**src/swc_pkg.sv**
```systemverilog
package swc_pkg;

    // ------------------------------------------------------------
    // register map
    // ------------------------------------------------------------
    localparam logic [7:0] CTRL_OFF   = 8'h00;
    localparam logic [7:0] CLKCFG_OFF = 8'h04;
    localparam logic [7:0] WAKEEN_OFF = 8'h08;
    localparam logic [7:0] STAT_OFF   = 8'h0C;
    localparam logic [7:0] MASK_OFF   = 8'h10;
    localparam logic [7:0] STATE_OFF  = 8'h14;

    // ------------------------------------------------------------
    // field positions and reset values
    // ------------------------------------------------------------
    localparam int unsigned RUN_BIT     = 0;
    localparam int unsigned SUSP_BIT    = 3;
    localparam logic [7:0]  ENTER_VALUE = 8'h09;
    localparam logic        RUN_RST     = 1'b1;
    localparam int unsigned EXT_BIT     = 0;
    localparam int unsigned ADJ_LSB     = 4;
    localparam int unsigned ADJ_W       = 3;
    localparam int unsigned DLY_BIT     = 7;
    localparam logic [7:0]  CLKCFG_RST  = 8'h00;
    localparam int unsigned WT_EN_BIT   = 0;
    localparam int unsigned GPIO_EN_BIT = 1;
    localparam logic [1:0]  WAKEEN_RST  = 2'h0;
    localparam int unsigned ST_W        = 4;
    localparam int unsigned ST_WT       = 0;
    localparam int unsigned ST_GPIO     = 1;
    localparam int unsigned ST_USB      = 2;
    localparam int unsigned ST_RES      = 3;
    localparam logic [3:0]  STAT_RST    = 4'h0;
    localparam logic [3:0]  MASK_RST    = 4'h0;

    // ------------------------------------------------------------
    // timing
    // ------------------------------------------------------------
    localparam int unsigned CLK_NS     = 4;
    localparam int unsigned T_INT_NS   = 8000;
    localparam int unsigned T_EXTS_NS  = 128000;
    localparam int unsigned T_EXTL_NS  = 4000000;
    localparam int unsigned T_WAKE_NS  = 1000000;
    localparam int unsigned INT_CYC    = (T_INT_NS + CLK_NS - 1) / CLK_NS;
    localparam int unsigned EXTS_CYC   = (T_EXTS_NS + CLK_NS - 1) / CLK_NS;
    localparam int unsigned EXTL_CYC   = (T_EXTL_NS + CLK_NS - 1) / CLK_NS;
    localparam int unsigned WAKE_CYC   = T_WAKE_NS / CLK_NS;

    typedef enum logic [5:0] {
        ST_RUN_INT  = 6'h01,
        ST_RUN_EXT  = 6'h02,
        ST_SUSP     = 6'h04,
        ST_WAKE_INT = 6'h08,
        ST_OSC_WAIT = 6'h10,
        ST_EXT_DLY  = 6'h20
    } swc_state_e;

endpackage : swc_pkg

```
**src/swc_suspend_wake_controller.sv**
```systemverilog
`timescale 1ns/1ps
module swc_suspend_wake_controller #(
    parameter int unsigned EXT_SHORT_CYC = swc_pkg::EXTS_CYC,
    parameter int unsigned EXT_LONG_CYC  = swc_pkg::EXTL_CYC,
    parameter int unsigned WAKE_BASE_CYC = swc_pkg::WAKE_CYC
) (
    // clock and reset
    input  wire logic        pclk,
    input  wire logic        presetn,
    // apb slave
    input  wire logic [7:0]  paddr,
    input  wire logic        psel,
    input  wire logic        penable,
    input  wire logic        pwrite,
    input  wire logic [31:0] pwdata,
    output logic      [31:0] prdata,
    output logic             pready,
    output logic             pslverr,
    // wake sources and oscillator monitor, asynchronous
    input  wire logic        gpio_irq_in,
    input  wire logic        usb_minus_serial_data_pin,
    input  wire logic        ext_osc_stable,
    // processor handshake
    input  wire logic        cpu_insn_done,
    // power and clock control
    output logic             cpu_run,
    output logic             int_osc_en,
    output logic             ext_osc_en,
    output logic             clk_ext_sel,
    output logic             timers_en,
    output logic             suspended,
    output logic             irq_defer,
    output logic             irq
);

    // ------------------------------------------------------------
    // input synchronisers
    // ------------------------------------------------------------
    logic [2:0] sync1_q;
    logic [2:0] sync2_q;
    logic       gpio_d1_q;

    always_ff @(posedge pclk or negedge presetn)
    begin
        if (!presetn)
        begin
            sync1_q   <= 3'h2;
            sync2_q   <= 3'h2;
            gpio_d1_q <= 1'b0;
        end
        else
        begin
            sync1_q   <= {ext_osc_stable, usb_minus_serial_data_pin, gpio_irq_in};
            sync2_q   <= sync1_q;
            gpio_d1_q <= sync2_q[0];
        end
    end

    wire gpio_s   = sync2_q[0];
    wire dm_low   = !sync2_q[1];
    wire stable_s = sync2_q[2];

    // ------------------------------------------------------------
    // apb decode
    // ------------------------------------------------------------
    logic                   pready_q;
    logic                   pslverr_q;
    logic [31:0]            prdata_q;
    logic                   run_q;
    logic [7:0]             clkcfg_q;
    logic [1:0]             wakeen_q;
    logic [swc_pkg::ST_W-1:0] stat_q;
    logic [swc_pkg::ST_W-1:0] mask_q;
    logic                   ext_mode_q;
    swc_pkg::swc_state_e    state_q;
    swc_pkg::swc_state_e    state_d;

    wire acc_first = psel && penable && !pready_q;
    wire acc_done  = psel && penable && pready_q;
    wire hit_ctrl  = paddr == swc_pkg::CTRL_OFF;
    wire hit_clk   = paddr == swc_pkg::CLKCFG_OFF;
    wire hit_wen   = paddr == swc_pkg::WAKEEN_OFF;
    wire hit_stat  = paddr == swc_pkg::STAT_OFF;
    wire hit_mask  = paddr == swc_pkg::MASK_OFF;
    wire hit_state = paddr == swc_pkg::STATE_OFF;
    wire hit_any   = hit_ctrl | hit_clk | hit_wen | hit_stat | hit_mask | hit_state;
    wire wr_en     = acc_done && pwrite;
    wire running   = state_q == swc_pkg::ST_RUN_INT || state_q == swc_pkg::ST_RUN_EXT;
    wire susp_wr   = wr_en && hit_ctrl && pwdata[swc_pkg::SUSP_BIT] && running;

    wire [31:0] rd_ctrl  = {28'h0, state_q == swc_pkg::ST_SUSP, 2'h0, run_q};
    wire [31:0] rd_state = {23'h0, ext_mode_q, 2'h0, state_q};
    wire [31:0] rd_mux   = hit_ctrl  ? rd_ctrl :
                           hit_clk   ? {24'h0, clkcfg_q} :
                           hit_wen   ? {30'h0, wakeen_q} :
                           hit_stat  ? {28'h0, stat_q} :
                           hit_mask  ? {28'h0, mask_q} :
                           hit_state ? rd_state : 32'h0;

    // one wait state: data and error are captured in the first access cycle
    always_ff @(posedge pclk or negedge presetn)
    begin
        if (!presetn)
        begin
            pready_q  <= 1'b0;
            pslverr_q <= 1'b0;
            prdata_q  <= 32'h0;
        end
        else
        begin
            pready_q  <= acc_first;
            pslverr_q <= acc_first && !hit_any;
            prdata_q  <= (acc_first && !pwrite) ? rd_mux : 32'h0;
        end
    end

    // ------------------------------------------------------------
    // wake-up timer
    // ------------------------------------------------------------
    function automatic logic [31:0] wt_period(input logic [swc_pkg::ADJ_W-1:0] adj);
        wt_period = WAKE_BASE_CYC[31:0] << adj;
    endfunction : wt_period

    logic [31:0] wt_cnt_q;
    wire         wt_en   = wakeen_q[swc_pkg::WT_EN_BIT];
    wire [2:0]   wt_adj  = clkcfg_q[swc_pkg::ADJ_LSB +: swc_pkg::ADJ_W];
    wire         wt_fire = wt_en && (wt_cnt_q >= wt_period(wt_adj) - 32'h1);

    // the timer ignores suspend and global enables on purpose, so it can poll from sleep
    always_ff @(posedge pclk or negedge presetn)
    begin
        if (!presetn)
            wt_cnt_q <= 32'h0;
        else if (!wt_en || wt_fire)
            wt_cnt_q <= 32'h0;
        else
            wt_cnt_q <= wt_cnt_q + 32'h1;
    end

    // ------------------------------------------------------------
    // software registers
    // ------------------------------------------------------------
    wire gpio_wake = gpio_s && wakeen_q[swc_pkg::GPIO_EN_BIT];
    wire in_susp   = state_q == swc_pkg::ST_SUSP;
    wire wake_any  = wt_fire || gpio_wake || dm_low;
    wire resume_go = (state_q == swc_pkg::ST_WAKE_INT || state_q == swc_pkg::ST_EXT_DLY)
                     && (state_d == swc_pkg::ST_RUN_INT || state_d == swc_pkg::ST_RUN_EXT);
    logic wake_path_q;

    wire [3:0] st_set = {resume_go && wake_path_q, in_susp && dm_low,
                         gpio_s && !gpio_d1_q, wt_fire};
    wire [3:0] st_clr = (wr_en && hit_stat) ? pwdata[3:0] : 4'h0;

    always_ff @(posedge pclk or negedge presetn)
    begin
        if (!presetn)
        begin
            run_q    <= swc_pkg::RUN_RST;
            clkcfg_q <= swc_pkg::CLKCFG_RST;
            wakeen_q <= swc_pkg::WAKEEN_RST;
            stat_q   <= swc_pkg::STAT_RST;
            mask_q   <= swc_pkg::MASK_RST;
        end
        else
        begin
            if (wr_en && hit_ctrl)
                run_q <= pwdata[swc_pkg::RUN_BIT];
            if (wr_en && hit_clk)
                clkcfg_q <= pwdata[7:0];
            if (wr_en && hit_wen)
                wakeen_q <= pwdata[1:0];
            if (wr_en && hit_mask)
                mask_q <= pwdata[3:0];
            stat_q <= (stat_q & ~st_clr) | st_set;
        end
    end

    // ------------------------------------------------------------
    // power sequencer
    // ------------------------------------------------------------
    logic [31:0] dly_q;
    logic        osc_low_q;
    wire  [31:0] ext_dly = clkcfg_q[swc_pkg::DLY_BIT] ? EXT_LONG_CYC[31:0]
                                                      : EXT_SHORT_CYC[31:0];

    always_comb
    begin
        state_d = state_q;
        case (state_q)
            swc_pkg::ST_RUN_INT:
                if (susp_wr)
                    state_d = swc_pkg::ST_SUSP;
                else if (clkcfg_q[swc_pkg::EXT_BIT])
                    state_d = swc_pkg::ST_OSC_WAIT;
            swc_pkg::ST_RUN_EXT:
                if (susp_wr)
                    state_d = swc_pkg::ST_SUSP;
            swc_pkg::ST_SUSP:
                if (run_q && wake_any)
                    state_d = ext_mode_q ? swc_pkg::ST_OSC_WAIT
                                         : swc_pkg::ST_WAKE_INT;
            swc_pkg::ST_WAKE_INT:
                if (dly_q == 32'h0)
                    state_d = swc_pkg::ST_RUN_INT;
            swc_pkg::ST_OSC_WAIT:
                // a monitor level left over from before suspend is stale: wait for it to drop
                if (stable_s && osc_low_q)
                    state_d = swc_pkg::ST_EXT_DLY;
            swc_pkg::ST_EXT_DLY:
                if (dly_q == 32'h0)
                    state_d = swc_pkg::ST_RUN_EXT;
            default:
                state_d = swc_pkg::ST_RUN_INT;
        endcase
    end

    wire enter_int = state_d == swc_pkg::ST_WAKE_INT && state_q != swc_pkg::ST_WAKE_INT;
    wire enter_ext = state_d == swc_pkg::ST_EXT_DLY && state_q != swc_pkg::ST_EXT_DLY;

    always_ff @(posedge pclk or negedge presetn)
    begin
        if (!presetn)
        begin
            state_q     <= swc_pkg::ST_RUN_INT;
            dly_q       <= 32'h0;
            ext_mode_q  <= 1'b0;
            wake_path_q <= 1'b0;
            osc_low_q   <= 1'b0;
        end
        else
        begin
            state_q <= state_d;
            if (enter_int)
                dly_q <= swc_pkg::INT_CYC[31:0] - 32'h1;
            else if (enter_ext)
                dly_q <= ext_dly - 32'h1;
            else if (dly_q != 32'h0)
                dly_q <= dly_q - 32'h1;
            if (susp_wr)
                ext_mode_q <= clkcfg_q[swc_pkg::EXT_BIT];
            if (in_susp && state_d != swc_pkg::ST_SUSP)
                wake_path_q <= 1'b1;
            else if (resume_go)
                wake_path_q <= 1'b0;
            if (state_q != swc_pkg::ST_OSC_WAIT)
                osc_low_q <= 1'b0;
            else if (!stable_s)
                osc_low_q <= 1'b1;
        end
    end

    // ------------------------------------------------------------
    // registered outputs
    // ------------------------------------------------------------
    logic cpu_run_q;
    logic int_osc_q;
    logic ext_osc_q;
    logic ext_sel_q;
    logic timers_q;
    logic susp_q;
    logic defer_q;
    logic irq_q;

    wire run_d  = state_d == swc_pkg::ST_RUN_INT || state_d == swc_pkg::ST_RUN_EXT;
    wire ext_on = state_d == swc_pkg::ST_OSC_WAIT || state_d == swc_pkg::ST_EXT_DLY
                  || state_d == swc_pkg::ST_RUN_EXT;

    always_ff @(posedge pclk or negedge presetn)
    begin
        if (!presetn)
        begin
            cpu_run_q <= 1'b1;
            int_osc_q <= 1'b1;
            ext_osc_q <= 1'b0;
            ext_sel_q <= 1'b0;
            timers_q  <= 1'b1;
            susp_q    <= 1'b0;
            defer_q   <= 1'b0;
            irq_q     <= 1'b0;
        end
        else
        begin
            cpu_run_q <= run_d;
            int_osc_q <= state_d == swc_pkg::ST_RUN_INT || state_d == swc_pkg::ST_WAKE_INT;
            ext_osc_q <= ext_on;
            ext_sel_q <= state_d == swc_pkg::ST_EXT_DLY || state_d == swc_pkg::ST_RUN_EXT;
            timers_q  <= state_d != swc_pkg::ST_SUSP;
            susp_q    <= state_d == swc_pkg::ST_SUSP;
            // one instruction must retire first, else an isr would run ahead of it
            if (resume_go && wake_path_q)
                defer_q <= 1'b1;
            else if (cpu_insn_done)
                defer_q <= 1'b0;
            irq_q <= |(stat_q & mask_q) && !defer_q;
        end
    end

    assign prdata      = prdata_q;
    assign pready      = pready_q;
    assign pslverr     = pslverr_q;
    assign cpu_run     = cpu_run_q;
    assign int_osc_en  = int_osc_q;
    assign ext_osc_en  = ext_osc_q;
    assign clk_ext_sel = ext_sel_q;
    assign timers_en   = timers_q;
    assign suspended   = susp_q;
    assign irq_defer   = defer_q;
    assign irq         = irq_q;

    int unsigned int_cnt_q;
    always_ff @(posedge pclk or negedge presetn)
    begin
        if (!presetn)
            int_cnt_q <= 0;
        else if (state_q == swc_pkg::ST_WAKE_INT)
            int_cnt_q <= int_cnt_q + 1;
        else
            int_cnt_q <= 0;
    end
endmodule : swc_suspend_wake_controller

```
**config.mk**
```make
export PLATFORM = sky130hd
export DESIGN_NAME = swc_suspend_wake_controller
export DESIGN_NICKNAME = d
export VERILOG_FILES = /design/src/swc_pkg.sv /design/src/swc_suspend_wake_controller.sv
export SDC_FILE = /design/constraint.sdc
export NUM_CORES = 1
export LEC_CHECK = 0
export BUFFER_PORTS_ARGS = -buffer_cell sky130_fd_sc_hd__clkbuf_2
export CORE_UTILIZATION = 46
export DETAILED_ROUTE_END_ITERATION = 8
export HOLD_SLACK_MARGIN = 0.06
export PLACE_DENSITY_LB_ADDON = 0.25
export SETUP_SLACK_MARGIN = 0.5
export SYNTH_ARGS = -nofsm -noshare
export SYNTH_HDL_FRONTEND = slang
export SYNTH_SLANG_ARGS = --single-unit
export TNS_END_PERCENT = 100
```
**constraint.sdc**
```tcl
create_clock -name pclk -period 8.34 [get_ports pclk]
set_input_delay 1.251 -clock pclk [delete_from_list [all_inputs] [get_ports pclk]]
set_output_delay 1.251 -clock pclk [all_outputs]
set_load 0.01 [all_outputs]
```
==> run metrics <==
type of the tightest min-delay check=reg -> reg; terminus of the critical flop-to-flop path=dly_q[1]; PostCTS Resize Cnt=0; leakage component of the power=approximately 3.2 nW; Pre-Repair DR Iteration Count=5; largest net degree at the start of global routing=65; fin. max-slew vios=0; vias per cell=about 5.6; RePlAce Congestion=0.835; Gate power share=0.030; worst setup path category=reg -> reg; final worst-path cycle share=0.672; IO Port Bufs=between 40 and 50; Setup-failing EPs final=0; synth-to-layout area growth=12.7%; GR Util All Layers=0.218; Power Dens Cells=175 mW/mm²; clock buffers created by TritonCTS=17; H-Tree Level Count=4; clk root buf=clkbuf_16; largest voltage drop on the vdd net=0.000146 V; Nets=842; worst setup slack for register-to-register paths=2.73 ns; clock tree from TritonCTS=yes; origin of the critical flop-to-flop path=clkcfg_q[6]; num rows=between 40 and 50; beginning of the critical path=clkcfg_q[6]; overall die area=0.0152 mm²; placeable core area=between 0.01 and 0.015 mm²; flop and latch count out of synthesis=about 120; cts-stage hold buffer count=0; critical-path maximum fanout=33; top cell type's share of synthesized area=0.410; category of the worst setup path launch point=register; cell type with the highest aggregate area in the netlist=dfrtp_1; drt initial violations=420; average size of a mapped cell=about 9.4 µm²; synthesized instance count=720; required time at the worst-slack endpoint=8.62 ns; kind of end point of the critical path=register; width of the die=between 100 and 150 µm; Total Negative Setup Slacks=0 ns; clock-pin slew on the worst setup and hold paths=around 0.060 ns; async set or reset register ratio after synthesis=1.00; Syn Std Cell Area=about 0.0068 mm²; most used flip-flop cell after synthesis=dfrtp_1; Worst Path Arrival=5.89 ns; HPWL after detailed placement=10.7 mm; part of the power in registers=0.437; number of library cell types mapped by synthesis=58; start point of the worst hold path=sync1_q[0]; global-route wire length before repair=about 26 mm; minimum period implied by the final worst setup slack=around 5.6 ns; EDFF count, synth=0; leftover overflow at the end of global routing=0; initial antenna violation count=0; clock network fraction of total power=0.534; number of nets with antenna violations after detailed routing=0; Int Power=roughly 1.0 mW; Sw Ratio=0.223; count of vias placed by the detailed router=roughly 5400; average routed wire per standard cell=approximately 16 µm; fraction of final layout cells with drive strength greater than 1=0.142; transition time at the pin with the least slew margin=~1.0 ns; clock latency reported for the late side of the worst-skew pair=approximately 0.41 ns; total setup buffers inserted after CTS=0; post-route DRC violation count=0; Inserted Diodes=0; die extent in y=around 120 µm; setup skew after layout=0.00590 ns; result of the run=complete, no violations; unrepaired setup endpoints after global routing=false; relative max-transition margin=0.315; max_cap viols=0; worst hold slack after final layout=~0.35 ns; number of warning messages in the yosys log=0; Detailed Route WL=around 16 mm; share of the yosys chip area belonging to registers=0.437; initial core utilization=0.479; top-level port count=91; leading cell types by total area after synthesis=dfrtp_1, ha_1, xnor2_1, nor2_1, mux2_2; worst setup path endpoint=dly_q[1]; number of sinks on the clock net=roughly 120; count of final hold-check violations=0; Peak Freq=around 0.18 GHz; Max Buffers Root-to-Sink=2; net switching power figure=298 µW; via count of the first global-routing pass=5310; logic depth of the worst register-to-register path=13
state kept, by name, indices dropped and copies added (netlist names), 2 cells and up:
signal	cells
dly_q	32
wt_cnt_q	32
prdata	9
clkcfg_q	8
state_q	6
mask_q	4
stat_q	4
sync1_q	3
sync2_q	3
wakeen_q	2
layer usage:
metal	global-route usage	routed length [µm]	up-vias
li1	-	-	2573
met1	0.289	7110	2649
met2	0.358	7730	129
met3	0.0452	623	10
met4	0.0663	123	0
met5	0	0	-
power by group through the flow:
stage | sequential, mW | clock [mW] | combinational (mW)
after global routing | 0.583 | 0.746 | 0.0461
after detailed placement | 0.592 | 0 | 0.0400
final | 0.582 | 0.712 | 0.0395
after global placement | 0.592 | 0 | 0.0386
after CTS | 0.582 | 0.724 | 0.0402
after floorplan | 0.590 | 0 | 0.0262
cells by family (layout without fill, tap and decap cells):
kind of cell               Yosys count  after routing  synth area share
xor gates and xnor gates            63             63            0.0814
muxes                               27             27            0.0437
other                                2             29           0.00111
and+or+nand+nor                    301            301             0.222
AOI/OAI and AO/OA                  108            108             0.103
buffers and inverters               68             94            0.0508
DFF                                118            118             0.437
adders and majority gates           33             33            0.0609
synthesized netlist by cell type, types with 4 or more instances:
| cell type | number |
|---|---|
| dfrtp_1 | 111 |
| nor2_1 | 90 |
| nand2_1 | 59 |
| xnor2_1 | 40 |
| a21oi_1 | 33 |
| ha_1 | 33 |
| nor3_1 | 33 |
| clkbuf_1 | 25 |
| buf_4 | 23 |
| xor2_1 | 23 |
| mux2_2 | 21 |
| nand3_1 | 19 |
| o21ai_0 | 19 |
| nor4_1 | 17 |
| inv_1 | 16 |
| or3_1 | 14 |
| and3_1 | 12 |
| or4_1 | 10 |
| nand4_1 | 8 |
| a22oi_1 | 7 |
| and2_1 | 7 |
| dfstp_2 | 7 |
| o21a_1 | 7 |
| mux2i_1 | 6 |
| nand2b_1 | 6 |
| nor2b_1 | 6 |
| nor3b_1 | 6 |
| a21o_1 | 4 |
| a22o_1 | 4 |
| and4_1 | 4 |
| o22ai_1 | 4 |
per-stage QoR:
stage          cells  utilization  instance area [µm²]  worst slack [ns]  total power, mW
4_1_cts          953        0.540                 7640              2.79             1.35
5_1_grt          953        0.540                 7640              2.28             1.37
6_report         953        0.540                 7640              2.73             1.33
3_3_place_gp     921        0.499                 7060              2.89            0.630
3_5_place_dp     921        0.499                 7060              2.82            0.632
2_1_floorplan    747            -                 6880              4.08            0.616
cell usage in the layout, fill, tap and decap left out, types with 17 or more instances in the layout:
cell and n:
a21oi_1 33, clkbuf_16 17, clkbuf_2 42, conb_1 29, dfrtp_1 111, ha_1 33
mux2_2 21, nand2_1 59, nand3_1 19, nor2_1 90, nor3_1 33, o21ai_0 19
xnor2_1 40, xor2_1 23
how the worst min path moves through the flow:
stage | to | slack, ns | cells past startpoint
after global routing | sync2_q[0] | 0.36 | 0
after floorplan | sync2_q[0] | 0.33 | 0
after global placement | sync2_q[0] | 0.33 | 0
final | sync2_q[0] | 0.35 | 0
after CTS | sync2_q[0] | 0.35 | 0
after detailed placement | sync2_q[0] | 0.34 | 0
cell type report:
type	count	area [µm²]
Fill cell	1281	6510
Multi-Input combinational cell	561	3580
Sequential cell	118	2960
Clock buffer	20	447
Timing Repair Buffer	45	233
Tap cell	180	225
Clock inverter	12	129
Inverter	17	63.8
critical path, cell delays in order (launching register included):
cell       delay (ns)
dfrtp_1          1.00
clkinv_1         0.54
nor2_1           0.44
o22ai_1          0.12
a31oi_1          0.24
a21oi_1          0.12
a221oi_1         0.28
ha_1             0.32
a21oi_1          0.13
o21ai_0          0.11
a2111oi_0        0.72
o21ai_0          0.33
o21a_1           0.61
or3_1            0.50
Power figures use the tool's default switching activity.
